--- config.mk ---
export PLATFORM = sky130hd
export DESIGN_NAME = asfr_top
export DESIGN_NICKNAME = d
export VERILOG_FILES = /design/src/logic/asfr_pkg.sv /design/src/logic/asfr_wb_slave.sv /design/src/logic/asfr_fb_capture.sv /design/src/logic/asfr_top.sv
export SDC_FILE = /design/constraint.sdc
export NUM_CORES = 1
export LEC_CHECK = 0
export BUFFER_PORTS_ARGS = -buffer_cell sky130_fd_sc_hd__buf_2
export CORE_ASPECT_RATIO = 0.5
export CORE_MARGIN = 3
export CORE_UTILIZATION = 48
export CTS_CLUSTER_SIZE = 30
export DETAILED_ROUTE_END_ITERATION = 8
export PLACE_DENSITY = 0.85
export SLEW_MARGIN = 15
export SYNTH_ARGS = -nofsm -noshare
export SYNTH_HDL_FRONTEND = slang
export SYNTH_SLANG_ARGS = --single-unit
--- constraint.sdc ---
create_clock -name clk_i -period 3.7 [get_ports clk_i]
set_clock_uncertainty 0.05 [all_clocks]
set_input_delay 0.555 -clock clk_i [delete_from_list [all_inputs] [get_ports clk_i]]
set_output_delay 0.555 -clock clk_i [all_outputs]
set_load 0.02 [all_outputs]
--- src/logic/asfr_pkg.sv ---
package asfr_pkg;

	// ----------------------------------------
	// Register offsets (byte addresses)
	// ----------------------------------------
	localparam logic [7:0] ASFR_OFS_FEEDBACK = 8'h04;
	localparam logic [7:0] ASFR_OFS_SLOT_MASK = 8'h30;
	localparam logic [7:0] ASFR_OFS_EVENTS = 8'h34;

	// ----------------------------------------
	// Slot 9/10 channel mask layout
	// ----------------------------------------
	localparam int ASFR_MASK_W = 4;
	localparam int ASFR_SLOT9_LSB = 0;
	localparam int ASFR_SLOT10_LSB = 4;
	localparam int ASFR_SLOT_USED_W = 8;
	localparam logic [7:0] ASFR_SLOT_MASK_RST = 8'h7B;

	// ----------------------------------------
	// Feedback register layout
	// ----------------------------------------
	localparam int ASFR_FB_SEQ_LSB = 0;
	localparam int ASFR_FB_HALT_BIT = 8;
	localparam int ASFR_FB_EIM_BIT = 9;
	localparam int ASFR_FB_ESM_BIT = 10;
	localparam int ASFR_FB_SQR_LSB = 11;
	localparam int ASFR_FB_CHAN_LSB = 16;

	// ----------------------------------------
	// Code ranges
	// ----------------------------------------
	localparam logic [4:0] ASFR_CHAN_LOW_LAST = 5'h06;
	localparam logic [4:0] ASFR_CHAN_HIGH_FIRST = 5'h1D;
	localparam logic [3:0] ASFR_SQR_LAST = 4'h9;
	localparam logic [2:0] ASFR_RESET_TYPE_FULL = 3'h4;

	// Current sequence codes
	typedef enum logic [3:0] {
		ASFR_SEQ_FIRST = 4'h0,
		ASFR_SEQ_LAST = 4'h9,
		ASFR_SEQ_EXC = 4'hA,
		ASFR_SEQ_EMPTY = 4'hB,
		ASFR_SEQ_SUSPEND = 4'hC
	} asfr_seq_code_t;

	// ----------------------------------------
	// Event register bit positions
	// ----------------------------------------
	localparam int ASFR_EV_BAD_CHAN = 0;
	localparam int ASFR_EV_BAD_SQR = 1;
	localparam int ASFR_EV_BAD_SEQ = 2;
	localparam int ASFR_EV_ESM_START = 3;
	localparam int ASFR_EV_EIM_START = 4;
	localparam int ASFR_EV_HALT = 5;
	localparam int ASFR_EV_WR_REFUSED = 6;
	localparam int ASFR_EV_W = 7;
	localparam logic [6:0] ASFR_EVENTS_RST = 7'h00;

	// Word address match on an aligned 32-bit register
	function automatic logic asfr_hit(input logic [7:0] adr, input logic [7:0] ofs);
		return adr[7:2] == ofs[7:2];
	endfunction

	// Channel code legality: 0..6 and 7..9 coded high
	function automatic logic asfr_chan_ok(input logic [4:0] code);
		return (code <= ASFR_CHAN_LOW_LAST) || (code >= ASFR_CHAN_HIGH_FIRST);
	endfunction

endpackage

--- src/logic/asfr_wb_slave.sv ---
`timescale 1ns/1ps
module asfr_wb_slave
	import asfr_pkg::*;
(
	// Clock and reset
	input wire logic clk_i,
	input wire logic rst_i,
	// Wishbone request
	input wire logic cyc_i,
	input wire logic stb_i,
	input wire logic we_i,
	// Read word from the register file
	input wire logic [31:0] rd_word_i,
	// Wishbone answer
	output logic ack_o,
	output logic [31:0] dat_o,
	// Write commit strobe, one cycle, same edge the master sees ack
	output logic wr_fire_o
);

	logic ack_r, ack_nxt;
	logic [31:0] dat_r, dat_nxt;

	// ----------------------------------------
	// Ack one cycle after the request, drop after
	// ----------------------------------------
	// Registered ack costs a cycle but keeps the read path off the bus
	always_comb begin
		ack_nxt = cyc_i & stb_i & ~ack_r;
		dat_nxt = dat_r;
		if (ack_nxt) begin
			dat_nxt = rd_word_i;
		end
	end

	always_ff @(posedge clk_i) begin
		if (rst_i) begin
			ack_r <= 1'b0;
			dat_r <= 32'h00000000;
		end else begin
			ack_r <= ack_nxt;
			dat_r <= dat_nxt;
		end
	end

	assign ack_o = ack_r;
	assign dat_o = dat_r;
	// Write lands on the edge where the master samples ack
	assign wr_fire_o = ack_r & cyc_i & stb_i & we_i;

endmodule

--- src/logic/asfr_fb_capture.sv ---
`timescale 1ns/1ps
module asfr_fb_capture
	import asfr_pkg::*;
(
	// Clock and reset
	input wire logic clk_i,
	input wire logic rst_i,
	// Live sequencer state
	input wire logic [4:0] current_channel_i,
	input wire logic [3:0] current_sequencer_i,
	input wire logic [3:0] current_sequence_i,
	input wire logic exc_sequence_running_i,
	input wire logic exc_interrupt_meas_running_i,
	input wire logic postproc_halt_flag_i,
	// Snapshot and events
	output logic [31:0] fb_word_o,
	output logic [ASFR_EV_HALT:0] ev_o
);

	logic [4:0] chan_r, chan_nxt;
	logic [3:0] sqr_r, sqr_nxt;
	asfr_seq_code_t seq_r, seq_nxt;
	logic esm_r, esm_nxt;
	logic eim_r, eim_nxt;
	logic halt_r, halt_nxt;

	// ----------------------------------------
	// Snapshot of the sequencer state
	// ----------------------------------------
	always_comb begin
		chan_nxt = current_channel_i;
		sqr_nxt = current_sequencer_i;
		seq_nxt = asfr_seq_code_t'(current_sequence_i);
		esm_nxt = exc_sequence_running_i;
		eim_nxt = exc_interrupt_meas_running_i;
		halt_nxt = postproc_halt_flag_i;
	end

	always_ff @(posedge clk_i) begin
		if (rst_i) begin
			chan_r <= 5'h00;
			sqr_r <= 4'h0;
			seq_r <= ASFR_SEQ_FIRST;
			esm_r <= 1'b0;
			eim_r <= 1'b0;
			halt_r <= 1'b0;
		end else begin
			chan_r <= chan_nxt;
			sqr_r <= sqr_nxt;
			seq_r <= seq_nxt;
			esm_r <= esm_nxt;
			eim_r <= eim_nxt;
			halt_r <= halt_nxt;
		end
	end

	// ----------------------------------------
	// Feedback word, reserved bits zero
	// ----------------------------------------
	always_comb begin
		fb_word_o = 32'h00000000;
		fb_word_o[ASFR_FB_CHAN_LSB +: 5] = chan_r;
		fb_word_o[ASFR_FB_SQR_LSB +: 4] = sqr_r;
		fb_word_o[ASFR_FB_ESM_BIT] = esm_r;
		fb_word_o[ASFR_FB_EIM_BIT] = eim_r;
		fb_word_o[ASFR_FB_HALT_BIT] = halt_r;
		fb_word_o[ASFR_FB_SEQ_LSB +: 4] = seq_r;
	end

	// Events: illegal codes and rising edges of the activity flags
	always_comb begin
		ev_o = '0;
		ev_o[ASFR_EV_BAD_CHAN] = ~asfr_chan_ok(chan_r);
		ev_o[ASFR_EV_BAD_SQR] = sqr_r > ASFR_SQR_LAST;
		ev_o[ASFR_EV_BAD_SEQ] = seq_r > ASFR_SEQ_SUSPEND;
		ev_o[ASFR_EV_ESM_START] = esm_nxt & ~esm_r;
		ev_o[ASFR_EV_EIM_START] = eim_nxt & ~eim_r;
		ev_o[ASFR_EV_HALT] = halt_nxt & ~halt_r;
	end

endmodule

--- src/logic/asfr_top.sv ---
// Contract
// - The slot 9/10 mask returns to its reset value only on the type-4 reset.
// - Bits 7:4 hold the sequence 10 mask, weights 1,2,4,8 for channels 6 to 9.
// - Bits 3:0 hold the sequence 9 mask, lowest bit for channel 6.
// - Bits 31:8 of the slot mask register always read zero.
// - Feedback bits 20:16 show the channel being converted.
// - Feedback bits 14:11 show the active sequencer index 0 to 9.
// - Feedback bit 10 is high while an exceptional sequence measurement runs.
// - Feedback bit 9 is high while an interrupt-triggered measurement runs.
// - Feedback bit 8 mirrors the halt signal sent to the postprocessing stage.
// - Feedback bits 3:0 show the current sequence or its special codes.
//
// The Wishbone register port was left to the implementer.
`timescale 1ns/1ps
module asfr_top
	import asfr_pkg::*;
(
	// Clock and reset
	input wire logic clk_i,
	input wire logic rst_i,
	// System reset requests
	input wire logic sys_reset_req_i,
	input wire logic [2:0] sys_reset_type_i,
	// Device register protection
	input wire logic prot_unlock_i,
	// Wishbone slave
	input wire logic cyc_i,
	input wire logic stb_i,
	input wire logic we_i,
	input wire logic [7:0] adr_i,
	input wire logic [3:0] sel_i,
	input wire logic [31:0] dat_i,
	output logic [31:0] dat_o,
	output logic ack_o,
	// Sequencer state
	input wire logic [4:0] current_channel_i,
	input wire logic [3:0] current_sequencer_i,
	input wire logic [3:0] current_sequence_i,
	input wire logic exc_sequence_running_i,
	input wire logic exc_interrupt_meas_running_i,
	input wire logic postproc_halt_flag_i,
	// Channel selection toward the sequencer
	output logic [ASFR_MASK_W-1:0] slot9_mask_o,
	output logic [ASFR_MASK_W-1:0] slot10_mask_o,
	output logic slot9_empty_o,
	output logic slot10_empty_o
);

	// Register targets of one bus access
	typedef enum logic [1:0] {
		ASFR_TGT_NONE = 2'b00,
		ASFR_TGT_FB = 2'b01,
		ASFR_TGT_MASK = 2'b10,
		ASFR_TGT_EVENTS = 2'b11
	} asfr_tgt_t;

	// Slot mask state, one register per sequence slot
	logic [ASFR_MASK_W-1:0] slot9_r;
	logic [ASFR_MASK_W-1:0] slot9_nxt;
	logic [ASFR_MASK_W-1:0] slot10_r;
	logic [ASFR_MASK_W-1:0] slot10_nxt;
	logic [ASFR_SLOT_USED_W-1:0] mask_word;
	// Empty-set flags, registered beside the masks
	logic slot9_empty_r;
	logic slot9_empty_nxt;
	logic slot10_empty_r;
	logic slot10_empty_nxt;
	// Sticky events
	logic [ASFR_EV_W-1:0] events_r;
	logic [ASFR_EV_W-1:0] events_nxt;
	logic [ASFR_EV_W-1:0] ev_set;
	logic [ASFR_EV_W-1:0] ev_clr;
	// Sequencer snapshot
	logic [31:0] fb_word;
	logic [ASFR_EV_HALT:0] fb_ev;
	// Bus side
	asfr_tgt_t tgt;
	logic [31:0] rd_word;
	logic wr_fire;
	logic hit_mask;
	logic hit_events;
	// Write and reset qualifiers
	logic full_reset;
	logic lane0_wr;
	logic mask_wr;
	logic mask_refused;
	logic events_wr;

	// ----------------------------------------
	// Helpers
	// ----------------------------------------
	// One slot's four channel bits out of the packed mask byte
	function automatic logic [ASFR_MASK_W-1:0] slot_field(
		input logic [ASFR_SLOT_USED_W-1:0] word,
		input int lsb
	);
		return word[lsb +: ASFR_MASK_W];
	endfunction

	// No channel selected: the sequencer then reports its empty-set code
	function automatic logic no_channel(input logic [ASFR_MASK_W-1:0] field);
		return ~|field;
	endfunction

	// Clear what software asked, then let fresh events win
	function automatic logic [ASFR_EV_W-1:0] w1c_merge(
		input logic [ASFR_EV_W-1:0] cur,
		input logic [ASFR_EV_W-1:0] clr,
		input logic [ASFR_EV_W-1:0] set
	);
		return (cur & ~clr) | set;
	endfunction

	// One target per access; the offsets never overlap
	function automatic asfr_tgt_t target_of(input logic [7:0] adr);
		if (asfr_hit(adr, ASFR_OFS_FEEDBACK)) begin
			return ASFR_TGT_FB;
		end else if (asfr_hit(adr, ASFR_OFS_SLOT_MASK)) begin
			return ASFR_TGT_MASK;
		end else if (asfr_hit(adr, ASFR_OFS_EVENTS)) begin
			return ASFR_TGT_EVENTS;
		end else begin
			return ASFR_TGT_NONE;
		end
	endfunction

	// ----------------------------------------
	// Bus front end
	// ----------------------------------------
	asfr_wb_slave u_bus (
		.clk_i(clk_i),
		.rst_i(rst_i),
		.cyc_i(cyc_i),
		.stb_i(stb_i),
		.we_i(we_i),
		.rd_word_i(rd_word),
		.ack_o(ack_o),
		.dat_o(dat_o),
		.wr_fire_o(wr_fire)
	);

	// ----------------------------------------
	// Sequencer snapshot
	// ----------------------------------------
	asfr_fb_capture u_fb (
		.clk_i(clk_i),
		.rst_i(rst_i),
		.current_channel_i(current_channel_i),
		.current_sequencer_i(current_sequencer_i),
		.current_sequence_i(current_sequence_i),
		.exc_sequence_running_i(exc_sequence_running_i),
		.exc_interrupt_meas_running_i(exc_interrupt_meas_running_i),
		.postproc_halt_flag_i(postproc_halt_flag_i),
		.fb_word_o(fb_word),
		.ev_o(fb_ev)
	);

	// ----------------------------------------
	// Decode
	// ----------------------------------------
	// Address match only; bits 1:0 of the byte address are ignored
	always_comb begin
		tgt = target_of(adr_i);
		hit_mask = (tgt == ASFR_TGT_MASK);
		hit_events = (tgt == ASFR_TGT_EVENTS);
	end

	// Write qualifiers taken on the edge at which the master sees ack; full_reset on any edge with a type-4 request
	always_comb begin
		full_reset = sys_reset_req_i && (sys_reset_type_i == ASFR_RESET_TYPE_FULL);
		// Only byte lane 0 carries defined bits
		lane0_wr = wr_fire & sel_i[0];
		// Protection locked means the write is dropped and raises the refused-write event
		mask_wr = lane0_wr & hit_mask & prot_unlock_i;
		mask_refused = lane0_wr & hit_mask & ~prot_unlock_i;
		events_wr = lane0_wr & hit_events;
	end

	// ----------------------------------------
	// Slot 9 channel set
	// ----------------------------------------
	// Lesser reset types leave the set alone so a warm restart keeps setup
	always_comb begin
		slot9_nxt = slot9_r;
		if (full_reset) begin
			slot9_nxt = slot_field(ASFR_SLOT_MASK_RST, ASFR_SLOT9_LSB);
		end else if (mask_wr) begin
			slot9_nxt = slot_field(dat_i[ASFR_SLOT_USED_W-1:0], ASFR_SLOT9_LSB);
		end
	end

	always_ff @(posedge clk_i) begin
		if (rst_i) begin
			slot9_r <= slot_field(ASFR_SLOT_MASK_RST, ASFR_SLOT9_LSB);
		end else begin
			slot9_r <= slot9_nxt;
		end
	end

	// ----------------------------------------
	// Slot 10 channel set
	// ----------------------------------------
	// Same reset policy as slot 9; both halves share one write strobe
	always_comb begin
		slot10_nxt = slot10_r;
		if (full_reset) begin
			slot10_nxt = slot_field(ASFR_SLOT_MASK_RST, ASFR_SLOT10_LSB);
		end else if (mask_wr) begin
			slot10_nxt = slot_field(dat_i[ASFR_SLOT_USED_W-1:0], ASFR_SLOT10_LSB);
		end
	end

	always_ff @(posedge clk_i) begin
		if (rst_i) begin
			slot10_r <= slot_field(ASFR_SLOT_MASK_RST, ASFR_SLOT10_LSB);
		end else begin
			slot10_r <= slot10_nxt;
		end
	end

	// ----------------------------------------
	// Packed mask and empty flags
	// ----------------------------------------
	// Packed view for the read path
	always_comb begin
		mask_word = '0;
		mask_word[ASFR_SLOT9_LSB +: ASFR_MASK_W] = slot9_r;
		mask_word[ASFR_SLOT10_LSB +: ASFR_MASK_W] = slot10_r;
	end

	// Flags follow the next masks so they change on the same edge as them
	always_comb begin
		slot9_empty_nxt = no_channel(slot9_nxt);
		slot10_empty_nxt = no_channel(slot10_nxt);
	end

	always_ff @(posedge clk_i) begin
		if (rst_i) begin
			slot9_empty_r <= no_channel(slot_field(ASFR_SLOT_MASK_RST, ASFR_SLOT9_LSB));
			slot10_empty_r <= no_channel(slot_field(ASFR_SLOT_MASK_RST, ASFR_SLOT10_LSB));
		end else begin
			slot9_empty_r <= slot9_empty_nxt;
			slot10_empty_r <= slot10_empty_nxt;
		end
	end

	// ----------------------------------------
	// Sticky events, write one to clear
	// ----------------------------------------
	// Sources: snapshot events and refused mask writes
	always_comb begin
		ev_set = '0;
		ev_set[ASFR_EV_HALT:0] = fb_ev;
		ev_set[ASFR_EV_WR_REFUSED] = mask_refused;
	end

	// Clears: ones written by software, or any system reset request
	always_comb begin
		ev_clr = '0;
		if (events_wr) begin
			ev_clr = dat_i[ASFR_EV_W-1:0];
		end
		if (sys_reset_req_i) begin
			ev_clr = '1;
		end
	end

	// A new event in the clearing cycle survives the clear
	always_comb begin
		events_nxt = w1c_merge(events_r, ev_clr, ev_set);
	end

	always_ff @(posedge clk_i) begin
		if (rst_i) begin
			events_r <= ASFR_EVENTS_RST;
		end else begin
			events_r <= events_nxt;
		end
	end

	// ----------------------------------------
	// Read mux, unmapped reads as zero
	// ----------------------------------------
	always_comb begin
		rd_word = 32'h00000000;
		unique case (tgt)
			ASFR_TGT_FB: begin
				rd_word = fb_word;
			end
			ASFR_TGT_MASK: begin
				rd_word[ASFR_SLOT_USED_W-1:0] = mask_word;
			end
			ASFR_TGT_EVENTS: begin
				rd_word[ASFR_EV_W-1:0] = events_r;
			end
			ASFR_TGT_NONE: begin
				rd_word = 32'h00000000;
			end
		endcase
	end

	// ----------------------------------------
	// Channel selection outputs
	// ----------------------------------------
	assign slot9_mask_o = slot9_r;
	assign slot10_mask_o = slot10_r;
	// Registered empty flags, no decode glitch toward the sequencer
	assign slot9_empty_o = slot9_empty_r;
	assign slot10_empty_o = slot10_empty_r;

endmodule

# [Word level (Yosys, flattened, before mapping)]
# Cells that the tools add are included.
[totals] wordCells=65 memories=0 rom_bits=0 latchBits=0 ramBits=0 register_bits=66
[op_classes] n_eq_ne=7 n_mux=12 magnitude_cmp=4 shift=0 bitwise_logic=22 n_mul=0 reduce_logical=7 div_mod_pow=0 addsub=0
[op_table] cell="one-hot mux 7 bit (4 select lines)" n=1
[op_table] cell="2-to-1 mux 4 bit" n=4
[op_table] cell="2-to-1 mux 7 bit" n=2
[op_table] cell="bitwise AND 1 bit" n=13
[op_table] cell="2-to-1 mux 13 bit" n=1
[op_table] cell="== test 6 x 4 -> 1 bit, second input constant" n=2
[op_table] cell="greater-than comparator 4 bit, second input constant" n=2
[op_table] cell="OR reduction 4 bit" n=2
[op_table] cell="bitwise AND 7 bit" n=1
[op_table] cell="NOT 7 bit" n=1
[op_table] cell="bitwise OR 7 bit" n=1
[op_table] cell="== test 6 x 1 -> 1 bit, second input constant" n=1
[op_table] cell="2-to-1 mux 2 bit" n=3
[op_table] cell="NOT 1 bit" n=6
[op_table] cell="greater-or-equal comparator 5 bit, second input constant" n=1
[op_table] cell="<= comparator 5 x 3 -> 1 bit, second input constant" n=1
[op_table] cell="== test 2 bit, second input constant" n=2
[op_table] cell="== test 3 bit, second input constant" n=1
[op_table] cell="== test 2 x 1 -> 1 bit, second input constant" n=1
[op_table] cell="logical NOT 1 bit" n=2
[op_table] cell="logical NOT 2 bit" n=1
[op_table] cell="logical AND 1 bit" n=1
[op_table] cell="logical OR 1 bit" n=1
[op_table] cell="2-to-1 mux 1 bit" n=1

# [Longest topological paths before layout]
# Gate-level depths: netlist of the first run.
[depth] word_depth=11 ltp_mapped=6 mapped_depth_nobuf=4

# [By module]
# Synthesis of the first run repeated with hierarchy kept, for this count alone.
[hier_totals] hier_cells=345 hier_area_um2=3234.4
[modules_own_cells] module="asfr_wb_slave" area_per_inst_um2=1505.2 cells_each=143 n_inst=1 seq_area_each_um2=660.6
[modules_own_cells] module="asfr_top" area_per_inst_um2=1089.8 cells_each=141 n_inst=1 seq_area_each_um2=340.3
[modules_own_cells] module="asfr_fb_capture" area_per_inst_um2=639.4 cells_each=61 n_inst=1 seq_area_each_um2=320.3

# [Worst setup path before layout of the first run]
# No wires, ideal clock.
[synth_path] path_kind="input to register" startpoint="input adr_i[7]" endpoint="register events_r[1]" arrival_ps=1680 stages=4 slack_ps=1854 n_path_buf=0 t_required_ps=3534 setup_ps=116 cell_sequence="or3_4 > nor4_4 > nand2_1 > a31o_2"
[synth_via] elab_chain_len=11 word_cells_on_any_way=13 cone_classes="eq/ne (4); mux (5); bitwise (4)"
[synth_lines] element="from (decl)" line="asfr_top.sv:30" text="input wire logic [7:0] adr_i,"
[synth_lines] element="== test 6 x 4 -> 1 bit" line="asfr_pkg.sv:61" text="return adr[7:2] == ofs[7:2];"
[synth_lines] element="2-to-1 mux 2 bit" line="asfr_top.sv:120" text="end else if (asfr_hit(adr, ASFR_OFS_EVENTS)) begin"
[synth_lines] element="2-to-1 mux 2 bit" line="asfr_top.sv:118" text="end else if (asfr_hit(adr, ASFR_OFS_SLOT_MASK)) begin"
[synth_lines] element="2-to-1 mux 2 bit (*)" line="asfr_top.sv:116" text="if (asfr_hit(adr, ASFR_OFS_FEEDBACK)) begin"
[synth_lines] element="== test 2 bit (*)" line="asfr_top.sv:165" text="hit_events = (tgt == ASFR_TGT_EVENTS);"
[synth_lines] element="bitwise AND 1 bit (*)" line="asfr_top.sv:176" text="events_wr = lane0_wr & hit_events;"
[synth_lines] element="2-to-1 mux 7 bit (*)" line="asfr_top.sv:260" text="if (events_wr) begin"
[synth_lines] element="2-to-1 mux 7 bit (*)" line="asfr_top.sv:263" text="if (sys_reset_req_i) begin"
[synth_lines] element="NOT 7 bit (*)" line="asfr_top.sv:111" text="return (cur & ~clr) | set;"
[synth_lines] element="bitwise AND 7 bit (*)" line="asfr_top.sv:111"
[synth_lines] element="bitwise OR 7 bit (*)" line="asfr_top.sv:111"
[synth_lines] element="to (signal assigned)" line="asfr_top.sv:277" text="events_r <= events_nxt;"
[synth_lines] element="to (decl)" line="asfr_top.sv:69" text="logic [ASFR_EV_W-1:0] events_r;"
# Every way passes the cells marked *; elsewhere a longest branch is shown, timed or not.
# A chain may end at the register's enable or synchronous reset.

# [Final worst setup path of the first run]
[layout_path] startpoint="input adr_i[7]" endpoint="register u_bus.dat_r[2] (netlist: u_bus.dat_o[2])"
[layout_via] elab_chain_len=6 word_cells_on_any_way=11 cone_classes="eq/ne (6); mux (4); reduce/logical (1)"
[layout_lines] element="== test 6 x 4 -> 1 bit" line="asfr_pkg.sv:61"
[layout_lines] element="2-to-1 mux 2 bit" line="asfr_top.sv:120"
[layout_lines] element="2-to-1 mux 2 bit" line="asfr_top.sv:118"
[layout_lines] element="2-to-1 mux 2 bit (*)" line="asfr_top.sv:116"
[layout_lines] element="== test 2 bit (tied with other cells)" line="asfr_top.sv:286" text="unique case (tgt)"
[layout_lines] element="one-hot mux 7 bit (4 select lines) (*)" line="asfr_top.sv:286"
[layout_lines] element="to (signal assigned)" line="asfr_wb_slave.sv:42" text="dat_r <= dat_nxt;"
[layout_lines] element="to (decl)" line="asfr_wb_slave.sv:22" text="logic [31:0] dat_r, dat_nxt;"
# Marked as above.

==> results of run 1 <==
## final timing paths
check | to
worst max-delay path | u_bus.dat_o[2]$_SDFFE_PP0P_
worst min-delay path | u_bus.dat_o[13]$_SDFFE_PP0P_
worst max register to register | u_bus.dat_o[2]$_SDFFE_PP0P_
worst min register to register | u_bus.dat_o[13]$_SDFFE_PP0P_
## state kept, by name (all words and copies together), names as in the netlist
signal,cells
events_r,7
slot10_empty_o,1
slot10_mask_o,4
slot9_empty_o,1
slot9_mask_o,4
u_bus.ack_o,1
u_bus.dat_o,20
u_fb.chan_r,5
u_fb.eim_r,1
u_fb.esm_r,1
u_fb.halt_r,1
u_fb.seq_r,4
u_fb.sqr_r,4
## through the flow
stage	instance area, um^2	total power, mW
floorplan	2200	0.680
detailed placement	2490	0.706
global route	2600	1.13
global placement	2490	0.703
CTS	2600	1.09
finish	2600	1.09
## layout make-up
type,count,share of cell area (%)
clock buffer,5,2.64
sequential,54,41.5
tap,54,2.60
multi-input combinational,172,37.6
clock inverter,3,1.68
timing repair buffer,72,13.9
## logic make-up after synthesis
kind of cell           count (synthesis)  share of synthesized area (%)
buffers and inverters                 24                           6.78
multiplexers                           7                           3.42
AO/OA/AOI/OAI                         46                           13.2
flip-flops                            54                           50.1
other                                  1                          0.174
AND/OR/NAND/NOR                      107                           26.3
## power breakdown
group	switching (mW)	total, mW	internal [mW]
Combinational	0.0556	0.0908	0.0353
Clock	0.189	0.392	0.203
Sequential	0.00841	0.604	0.595
## synth_stat cells (2+ instances only)
library cell and instances:
buf_4 12, nand4b_1 2, nor2b_1 19, mux2_2 3, a32oi_1 4, a21oi_1 22, nor2_1 13, nand3_1 21
clkbuf_1 7, a31o_2 7, nor4_1 6, mux2i_1 4, buf_2 3, o21ai_0 8, dfxtp_1 54, nor3_1 8
nand2_1 32
## worst min-delay path, stage by stage, from the launching register on
cell	delay, ns
dfxtp_1	0.32
nand2_1	0.05
a21oi_1	0.05
## layer usage
| layer | up-vias | part of all wire (%) | GRT usage, % |
|---|---|---|---|
| met3 | 12 | 7.3 | 6.18 |
| met4 | 0 | 1.9 | 8.05 |
| met1 | 888 | 43 | 23.0 |
| li1 | 942 | - | - |
| met2 | 68 | 47 | 31.0 |
| met5 | - | 0 | 0 |
==> impl_metrics.py, run 1 <==
metrics = {
    "floorplanning": {
        "start_util_pct": 52.6,
        "ios": 113,
        "fp.dieW_um": 101,
        "dieArea_mm2": 0.00539,
        "coreArea_mm2": 0.00410,
        "die_y_um": 53.4,
        "row_count": 16,
    },
    "placed_design": {
        "dp.cells": 352,
        "place_congestion": 0.822,
        "hpwlAfterDp_mm": 3.73,
        "post-place-ws_ns": 1.42,
        "portBuffers": 71,
    },
    "worst_setup_path": {
        "critPathBufInv": 1,
        "regToRegSetupSlack_ns": 1.84,
        "reg2reg_depth": 4,
        "end_kind": "flip-flop",
        "worst_path_max_delay_cell": "nor4b_4",
        "crit_path_start_kind": "input port",
        "crit_type": "input port to flip-flop",
        "crit_family": "simple AND/OR/NAND/NOR gates",
        "crit_path_max_fanout": 16,
        "reg2reg_from": "u_bus.ack_o$_SDFF_PP0_",
        "worstPathRequired_ns": 3.88,
        "cp_slowest_stage_delay_ns": 0.70,
        "worstSetupStartpoint": "adr_i[7]",
        "crit_path_cell_trace": "buf_2 > or3_4 > nor4b_4 > a32oi_1 > o21ai_0",
        "arrival_ns": 2.13,
        "crit_cells": 5,
    },
    "drt": {
        "num_vias": 1910,
        "wire_per_inst_um": 13.9,
        "drt_wl_total_mm": 5.01,
        "drt-initial-drc-count": 89,
        "ant_nets": 0,
        "viasPerCell": 5.31,
        "drt_drc_violations_left": 0,
        "drtPass1Iterations": 4,
    },
    "synth": {
        "ys_warn_count": 0,
        "synth_edf_count": 0,
        "ys_types": 31,
        "synth.largest_area_cell": "dfxtp_1",
        "netlist_instances": 239,
        "ys_seq_area_share_pct": 50.1,
        "synth-main-ff-cell": "dfxtp_1",
        "synthesis.area_mm2": 0.00216,
        "syn_avg_cell_area_um2": 9.03,
        "synthArstFlopShare_pct": 0,
        "synth_top_cell_area_share_pct": 50.1,
        "synth_seq_cells": 54,
        "synth_area_leaders": "dfxtp_1, nand2_1, nor2b_1",
    },
    "global_routing": {
        "grt_usage_pct": 18.9,
        "overflow": 0,
        "grt_pass1_wl_mm": 7.97,
        "grt_pass1_vias": 1783,
        "antenna_found_initial": 0,
        "grt_max_degree": 42,
    },
    "sta": {
        "max_slew_margin_pct": 46.1,
        "whs_ns": 0.404,
        "rsz0062_at_grt": "no",
        "setup_viol": 0,
        "fin_crit_sh_pct": 52.5,
        "timing.fmax_mhz": 514,
        "fin_ws_ns": 1.76,
        "hold_viol_final": 0,
        "post-route-min-period_ns": 1.94,
        "tns_ns": 0,
        "maxSlewViolCount": 0,
        "tightest_slew_ns": 0.805,
    },
    "clocking": {
        "cts_max_level": 2,
        "cts_setup_buffers": 0,
        "root_buffer": "clkbuf_8",
        "cts_num_sinks": 54,
        "tritoncts": "done",
        "ctsHoldBuffers": 0,
        "cts_buffers": 5,
        "clockBufferDepth": 2,
        "clkTransAtPathRegs_ns": 0.10,
        "cts_resized": 0,
        "clk_latency_ns": 0.30,
    },
    "finish": {
        "final_cells": 360,
        "syn2layout_area_growth_pct": 20.6,
        "fin_nets": 375,
        "final_cell_mix": "buf_2, dfxtp_1, nand2_1",
        "multi_input_area_um2": 978,
        "finish.utilization_pct": 63.4,
        "layout_commonest_cell": "buf_2",
        "fill_cells": 350,
        "drive_gt1_share_pct": 30.7,
        "final-seq-area_mm2": 0.00108,
        "diodes": 0,
    },
    "power_and_ir_drop": {
        "power.density_mw_per_mm2": 417,
        "peakVddDrop_v": 0.000225,
        "power.leakage_nw": 1.09,
    },
    "job": {
        "cap_violations": 0,
    },
    "worst_hold_path": {
        "min-delay-start": "u_bus.dat_o[13]$_SDFFE_PP0P_",
        "min_path_cells": 2,
        "hold_path_class": "flip-flop to flip-flop",
    },
    "outcome": {
        "outcome": "completed",
    },
}
Power figures use the tool's default switching activity.
==> run 2: changes to the inputs <==
--- a/config.mk
+++ b/config.mk
@@ -8,10 +8,10 @@
 export BUFFER_PORTS_ARGS = -buffer_cell sky130_fd_sc_hd__buf_2
 export CORE_ASPECT_RATIO = 0.5
 export CORE_MARGIN = 3
-export CORE_UTILIZATION = 48
+export CORE_UTILIZATION = 40
 export CTS_CLUSTER_SIZE = 30
 export DETAILED_ROUTE_END_ITERATION = 8
-export PLACE_DENSITY = 0.85
+export PLACE_DENSITY = 0.76
 export SLEW_MARGIN = 15
 export SYNTH_ARGS = -nofsm -noshare
 export SYNTH_HDL_FRONTEND = slang
==> constraint.sdc (replaced) <==
create_clock -name clk_i -period 1.65 [get_ports clk_i]
set_clock_uncertainty 0.05 [all_clocks]
set_input_delay 0.2475 -clock clk_i [delete_from_list [all_inputs] [get_ports clk_i]]
set_output_delay 0.2475 -clock clk_i [all_outputs]
set_load 0.02 [all_outputs]
==> impl_metrics.py, run 2 (synthesis gave the netlist of run 1 again) <==
metrics = {
    "sta": {
        "rsz0062_at_grt": "no",
        "maxSlewViolCount": 0,
        "hold_viol_final": 0,
        "post-route-min-period_ns": 1.46,
        "timing.fmax_mhz": 685,
        "setup_viol": 0,
        "tns_ns": 0,
        "fin_crit_sh_pct": 88.5,
    },
    "drt": {
        "drt_wl_total_mm": 5.10,
        "drt_drc_violations_left": 0,
        "ant_nets": 0,
        "num_vias": 1902,
        "viasPerCell": 4.94,
        "wire_per_inst_um": 13.2,
        "drtPass1Iterations": 4,
        "drt-initial-drc-count": 80,
    },
    "clocking": {
        "tritoncts": "done",
        "cts_buffers": 5,
        "cts_max_level": 2,
        "cts_resized": 0,
        "cts_num_sinks": 54,
        "clk_latency_ns": 0.30,
        "cts_setup_buffers": 0,
        "clkTransAtPathRegs_ns": 0.09,
        "ctsHoldBuffers": 0,
        "root_buffer": "clkbuf_8",
        "clockBufferDepth": 2,
    },
    "finish": {
        "layout_commonest_cell": "buf_2",
        "final_cell_mix": "buf_2, dfxtp_1, nand2_1",
        "fin_nets": 384,
        "finish.utilization_pct": 52.9,
        "largest_reg_flops": 20,
        "diodes": 0,
        "stdcell_area_mm2": 0.00268,
        "final_cells": 385,
        "syn2layout_area_growth_pct": 24.2,
        "drive_gt1_share_pct": 32.4,
    },
    "worst_setup_path": {
        "arrival_ns": 1.64,
        "crit_family": "simple AND/OR/NAND/NOR gates",
        "worstSetupStartpoint": "u_bus.ack_o$_SDFF_PP0_",
        "critPathBufInv": 1,
        "r2r_end": "slot10_mask_o[1]$_SDFF_PP1_",
        "crit_path_start_kind": "flip-flop",
        "cp_slowest_stage_delay_ns": 0.37,
        "worstPathRequired_ns": 1.83,
        "crit_path_max_fanout": 20,
        "crit_type": "flip-flop to flip-flop",
        "reg2reg_depth": 5,
        "crit_path_cell_trace": "nand3_1 > nor4_2 > buf_4 > nor3_1 > a21oi_1",
        "end_kind": "flip-flop",
        "reg2reg_from": "u_bus.ack_o$_SDFF_PP0_",
        "regToRegSetupSlack_ns": 0.19,
        "worst_path_max_delay_cell": "dfxtp_1",
    },
    "worst_hold_path": {
        "min_to": "u_fb.sqr_r[3]$_SDFF_PP0_",
        "hold_path_class": "input port to flip-flop",
        "min_path_cells": 2,
        "min-delay-start": "current_sequencer_i[3]",
    },
    "power_and_ir_drop": {
        "peakVddDrop_v": 0.000440,
        "power.density_mw_per_mm2": 858,
        "p_total_mw": 2.30,
        "power.leakage_nw": 1.13,
    },
    "global_routing": {
        "overflow": 0,
        "grt_usage_pct": 16.8,
        "antenna_found_initial": 0,
        "grt_max_degree": 21,
        "grt_pass1_vias": 1782,
        "grt_pass1_wl_mm": 8.42,
    },
    "floorplanning": {
        "dieArea_mm2": 0.00637,
        "die_y_um": 57.9,
        "fp.dieW_um": 110,
        "row_count": 18,
        "start_util_pct": 42.6,
        "coreArea_mm2": 0.00507,
        "ios": 113,
    },
    "placed_design": {
        "place_area_mm2": 0.00259,
        "dp.cells": 377,
        "hpwlAfterDp_mm": 3.97,
        "portBuffers": 71,
        "place_congestion": 0.807,
    },
    "outcome": {
        "outcome": "completed",
    },
    "job": {
        "cap_violations": 0,
    },
}
[run 2: changes by cell type in the layout (fill, tap and decap cells not counted), sizes merged]
cell	change
buf	+9
bufinv	-1
inv	-1
clkbuf	+2
[run 2: worst max-delay path by stage]
stage	endpoint	slack, ns	cells after the start
after detailed placement	events_r[0]$_SDFF_PP0_	-0.04	6
after floorplan	events_r[1]$_SDFF_PP0_	0.11	4
after global routing	slot10_mask_o[3]$_SDFF_PP0_	0.03	5
after CTS	slot10_mask_o[1]$_SDFF_PP1_	0.20	5
after global placement	events_r[2]$_SDFF_PP0_	-0.03	6
final	slot10_mask_o[1]$_SDFF_PP1_	0.19	5
[run 2: power by group]
group / leakage (nW) / switching, mW / internal [mW]
clock: 0.0482 / 0.391 / 0.339
combinational: 0.641 / 0.127 / 0.0913
sequential: 0.441 / 0.0173 / 1.33
[run 2: stage by stage]
step                      hold slack (ns)  setup slack, ns
after floorplan                     0.277            0.112
after global placement              0.388          -0.0310
after detailed placement            0.394          -0.0437
after CTS                          0.0939            0.197
after global routing               0.0989           0.0309
final                               0.101            0.190
[run 2: routing by layer]
metal  GRT usage [%]  share of wire, %  routed length, um  up-vias
met3            3.67               4.7                237        2
met2            29.1                52               2630       45
met1            21.5                44               2220      889
li1                -                 -                  -      966
met4            4.09              0.22                 11        0
met5               0                 0                  0        -
[run 2: area by class of cell]
cell class / count / area (um^2)
Tap cell: 70 / 87.6
Sequential cell: 54 / 1080
Clock inverter: 1 / 5.00
Timing Repair Buffer: 81 / 443
Clock buffer: 7 / 86.3
Fill cell: 475 / 2390
Multi-Input combinational cell: 172 / 978
==> run 3: changes to the inputs <==
--- a/config.mk
+++ b/config.mk
@@ -11,6 +11,7 @@
 export CORE_UTILIZATION = 40
 export CTS_CLUSTER_SIZE = 30
 export DETAILED_ROUTE_END_ITERATION = 8
+export GPL_TIMING_DRIVEN = 0
 export PLACE_DENSITY = 0.76
 export SLEW_MARGIN = 15
 export SYNTH_ARGS = -nofsm -noshare
==> constraint.sdc (replaced) <==
create_clock -name clk_i -period 1.25 [get_ports clk_i]
set_clock_uncertainty 0.05 [all_clocks]
set_input_delay 0.1875 -clock clk_i [delete_from_list [all_inputs] [get_ports clk_i]]
set_output_delay 0.1875 -clock clk_i [all_outputs]
set_load 0.02 [all_outputs]
==> impl_metrics.py, run 3 (synthesis gave the netlist of run 1 again) <==
metrics = {
    "outcome": {
        "outcome": "finished, violations left",
        "violations": "negative setup slack",
    },
    "sta": {
        "tightest_slew_ns": 0.880,
        "tns_ns": -1.58,
        "maxSlewViolCount": 0,
        "fin_crit_sh_pct": 108,
        "whs_ns": 0.0388,
        "hold_viol_final": 0,
        "timing.fmax_mhz": 738,
        "rsz0062_at_grt": "yes",
        "setup_viol": 30,
        "max_slew_margin_pct": 41.1,
        "fin_ws_ns": -0.106,
        "post-route-min-period_ns": 1.36,
    },
    "clocking": {
        "clk_latency_ns": 0.30,
        "tritoncts": "done",
        "cts_buffers": 5,
        "cts_max_level": 2,
        "clockBufferDepth": 2,
        "clkTransAtPathRegs_ns": 0.10,
        "cts_num_sinks": 54,
        "root_buffer": "clkbuf_8",
        "ctsHoldBuffers": 0,
    },
    "power_and_ir_drop": {
        "power.leakage_nw": 1.29,
        "peakVddDrop_v": 0.000544,
        "power.density_mw_per_mm2": 1070,
    },
    "worst_setup_path": {
        "end_kind": "flip-flop",
        "reg2reg_depth": 5,
        "worstPathRequired_ns": 1.44,
        "crit_path_start_kind": "input port",
        "crit_type": "input port to flip-flop",
        "regToRegSetupSlack_ns": -0.09,
        "arrival_ns": 1.54,
        "reg2reg_from": "u_bus.ack_o$_SDFF_PP0_",
        "crit_path_max_fanout": 5,
        "r2r_end": "slot9_mask_o[1]$_SDFF_PP1_",
    },
    "floorplanning": {
        "dieArea_mm2": 0.00637,
        "ios": 113,
        "coreArea_mm2": 0.00507,
        "fp.dieW_um": 110,
        "die_y_um": 57.9,
        "row_count": 18,
        "start_util_pct": 42.6,
    },
    "worst_hold_path": {
        "min-delay-start": "current_sequencer_i[0]",
        "hold_path_class": "input port to flip-flop",
        "min_to": "u_fb.sqr_r[0]$_SDFF_PP0_",
        "min_path_cells": 2,
    },
    "global_routing": {
        "grt_max_degree": 17,
        "grt_usage_pct": 19.2,
        "overflow": 0,
        "grt_pass1_wl_mm": 9.55,
        "grt_pass1_vias": 2029,
        "antenna_found_initial": 0,
    },
    "drt": {
        "wire_per_inst_um": 15.2,
        "drt_wl_total_mm": 6.17,
        "viasPerCell": 5.09,
        "drt-initial-drc-count": 134,
        "drtPass1Iterations": 4,
        "drt_drc_violations_left": 0,
        "ant_nets": 0,
        "num_vias": 2071,
    },
    "finish": {
        "fin_nets": 406,
        "layout_commonest_cell": "buf_2",
        "final_cells": 407,
        "diodes": 0,
        "final_cell_mix": "buf_2, dfxtp_1, nand2_1",
        "drive_gt1_share_pct": 47.8,
        "fill_cells": 426,
        "largest_reg_flops": 20,
        "stdcell_area_mm2": 0.00310,
        "syn2layout_area_growth_pct": 43.6,
    },
    "placed_design": {
        "place_congestion": 0.755,
        "portBuffers": 71,
        "hpwlAfterDp_mm": 4.31,
        "dp.cells": 391,
        "post-place-ws_ns": -0.571,
        "place_area_mm2": 0.00265,
    },
    "job": {
        "cap_violations": 0,
    },
}
==> run 3: timing repair <==
| item | in CTS | in global routing |
|---|---|---|
| setup endpoints to repair | 37 | 35 |
| gates resized for setup | 47 | 25 |
| hold endpoints to repair | 0 | 0 |
| buffers inserted | 3 | 3 |
| pin swaps | 20 | 9 |
| cloned | 3 | 1 |
==> run 3: cell type report <==
cell class / count / area, um^2 / share of cell area (%)
sequential: 54 / 1080 / 35.0
timing repair buffer: 81 / 478 / 15.4
clock buffer: 5 / 68.8 / 2.22
buffer: 22 / 174 / 5.61
clock inverter: 3 / 40.0 / 1.29
multi-input combinational: 172 / 1170 / 37.6
tap: 70 / 87.6 / 2.83
==> run 3: stage by stage <==
step	utilization [%]	total power [mW]
6_report	61.2	3.32
5_1_grt	61.2	3.42
4_1_cts	58.4	3.27
3_5_place_dp	52.3	2.14
3_3_place_gp	52.3	2.13
2_1_floorplan	-	2.01
==> run 3: worst max path at each step <==
stage	cells past startpoint	to	startpoint
final	6	slot9_mask_o[1]$_SDFF_PP1_	adr_i[3]
after global routing	5	slot9_mask_o[3]$_SDFF_PP1_	u_bus.ack_o$_SDFF_PP0_
after detailed placement	6	slot10_empty_o$_SDFF_PP0_	adr_i[7]
after global placement	6	slot10_empty_o$_SDFF_PP0_	adr_i[7]
after CTS	6	u_bus.dat_o[14]$_SDFFE_PP0P_	adr_i[3]
after floorplan	5	u_bus.dat_o[19]$_SDFFE_PP0P_	adr_i[7]
==> run 3: worst max-delay path, stage by stage <==
cell,delay [ns]
buf_6,0.09
or3_4,0.43
nor4_4,0.45
buf_6,0.20
nor3_2,0.04
a21oi_1,0.15
==> run 3: layer usage <==
metal	wire length (um)	global-route usage [%]
met1	2540	23.9
met2	3130	33.3
met3	363	3.78
met4	140	6.75
met5	0	0
==> run 3: power by group <==
part	internal, mW	switching, mW	total (mW)
clock	0.591	0.568	1.16
sequential	1.76	0.0297	1.79
combinational	0.165	0.204	0.369
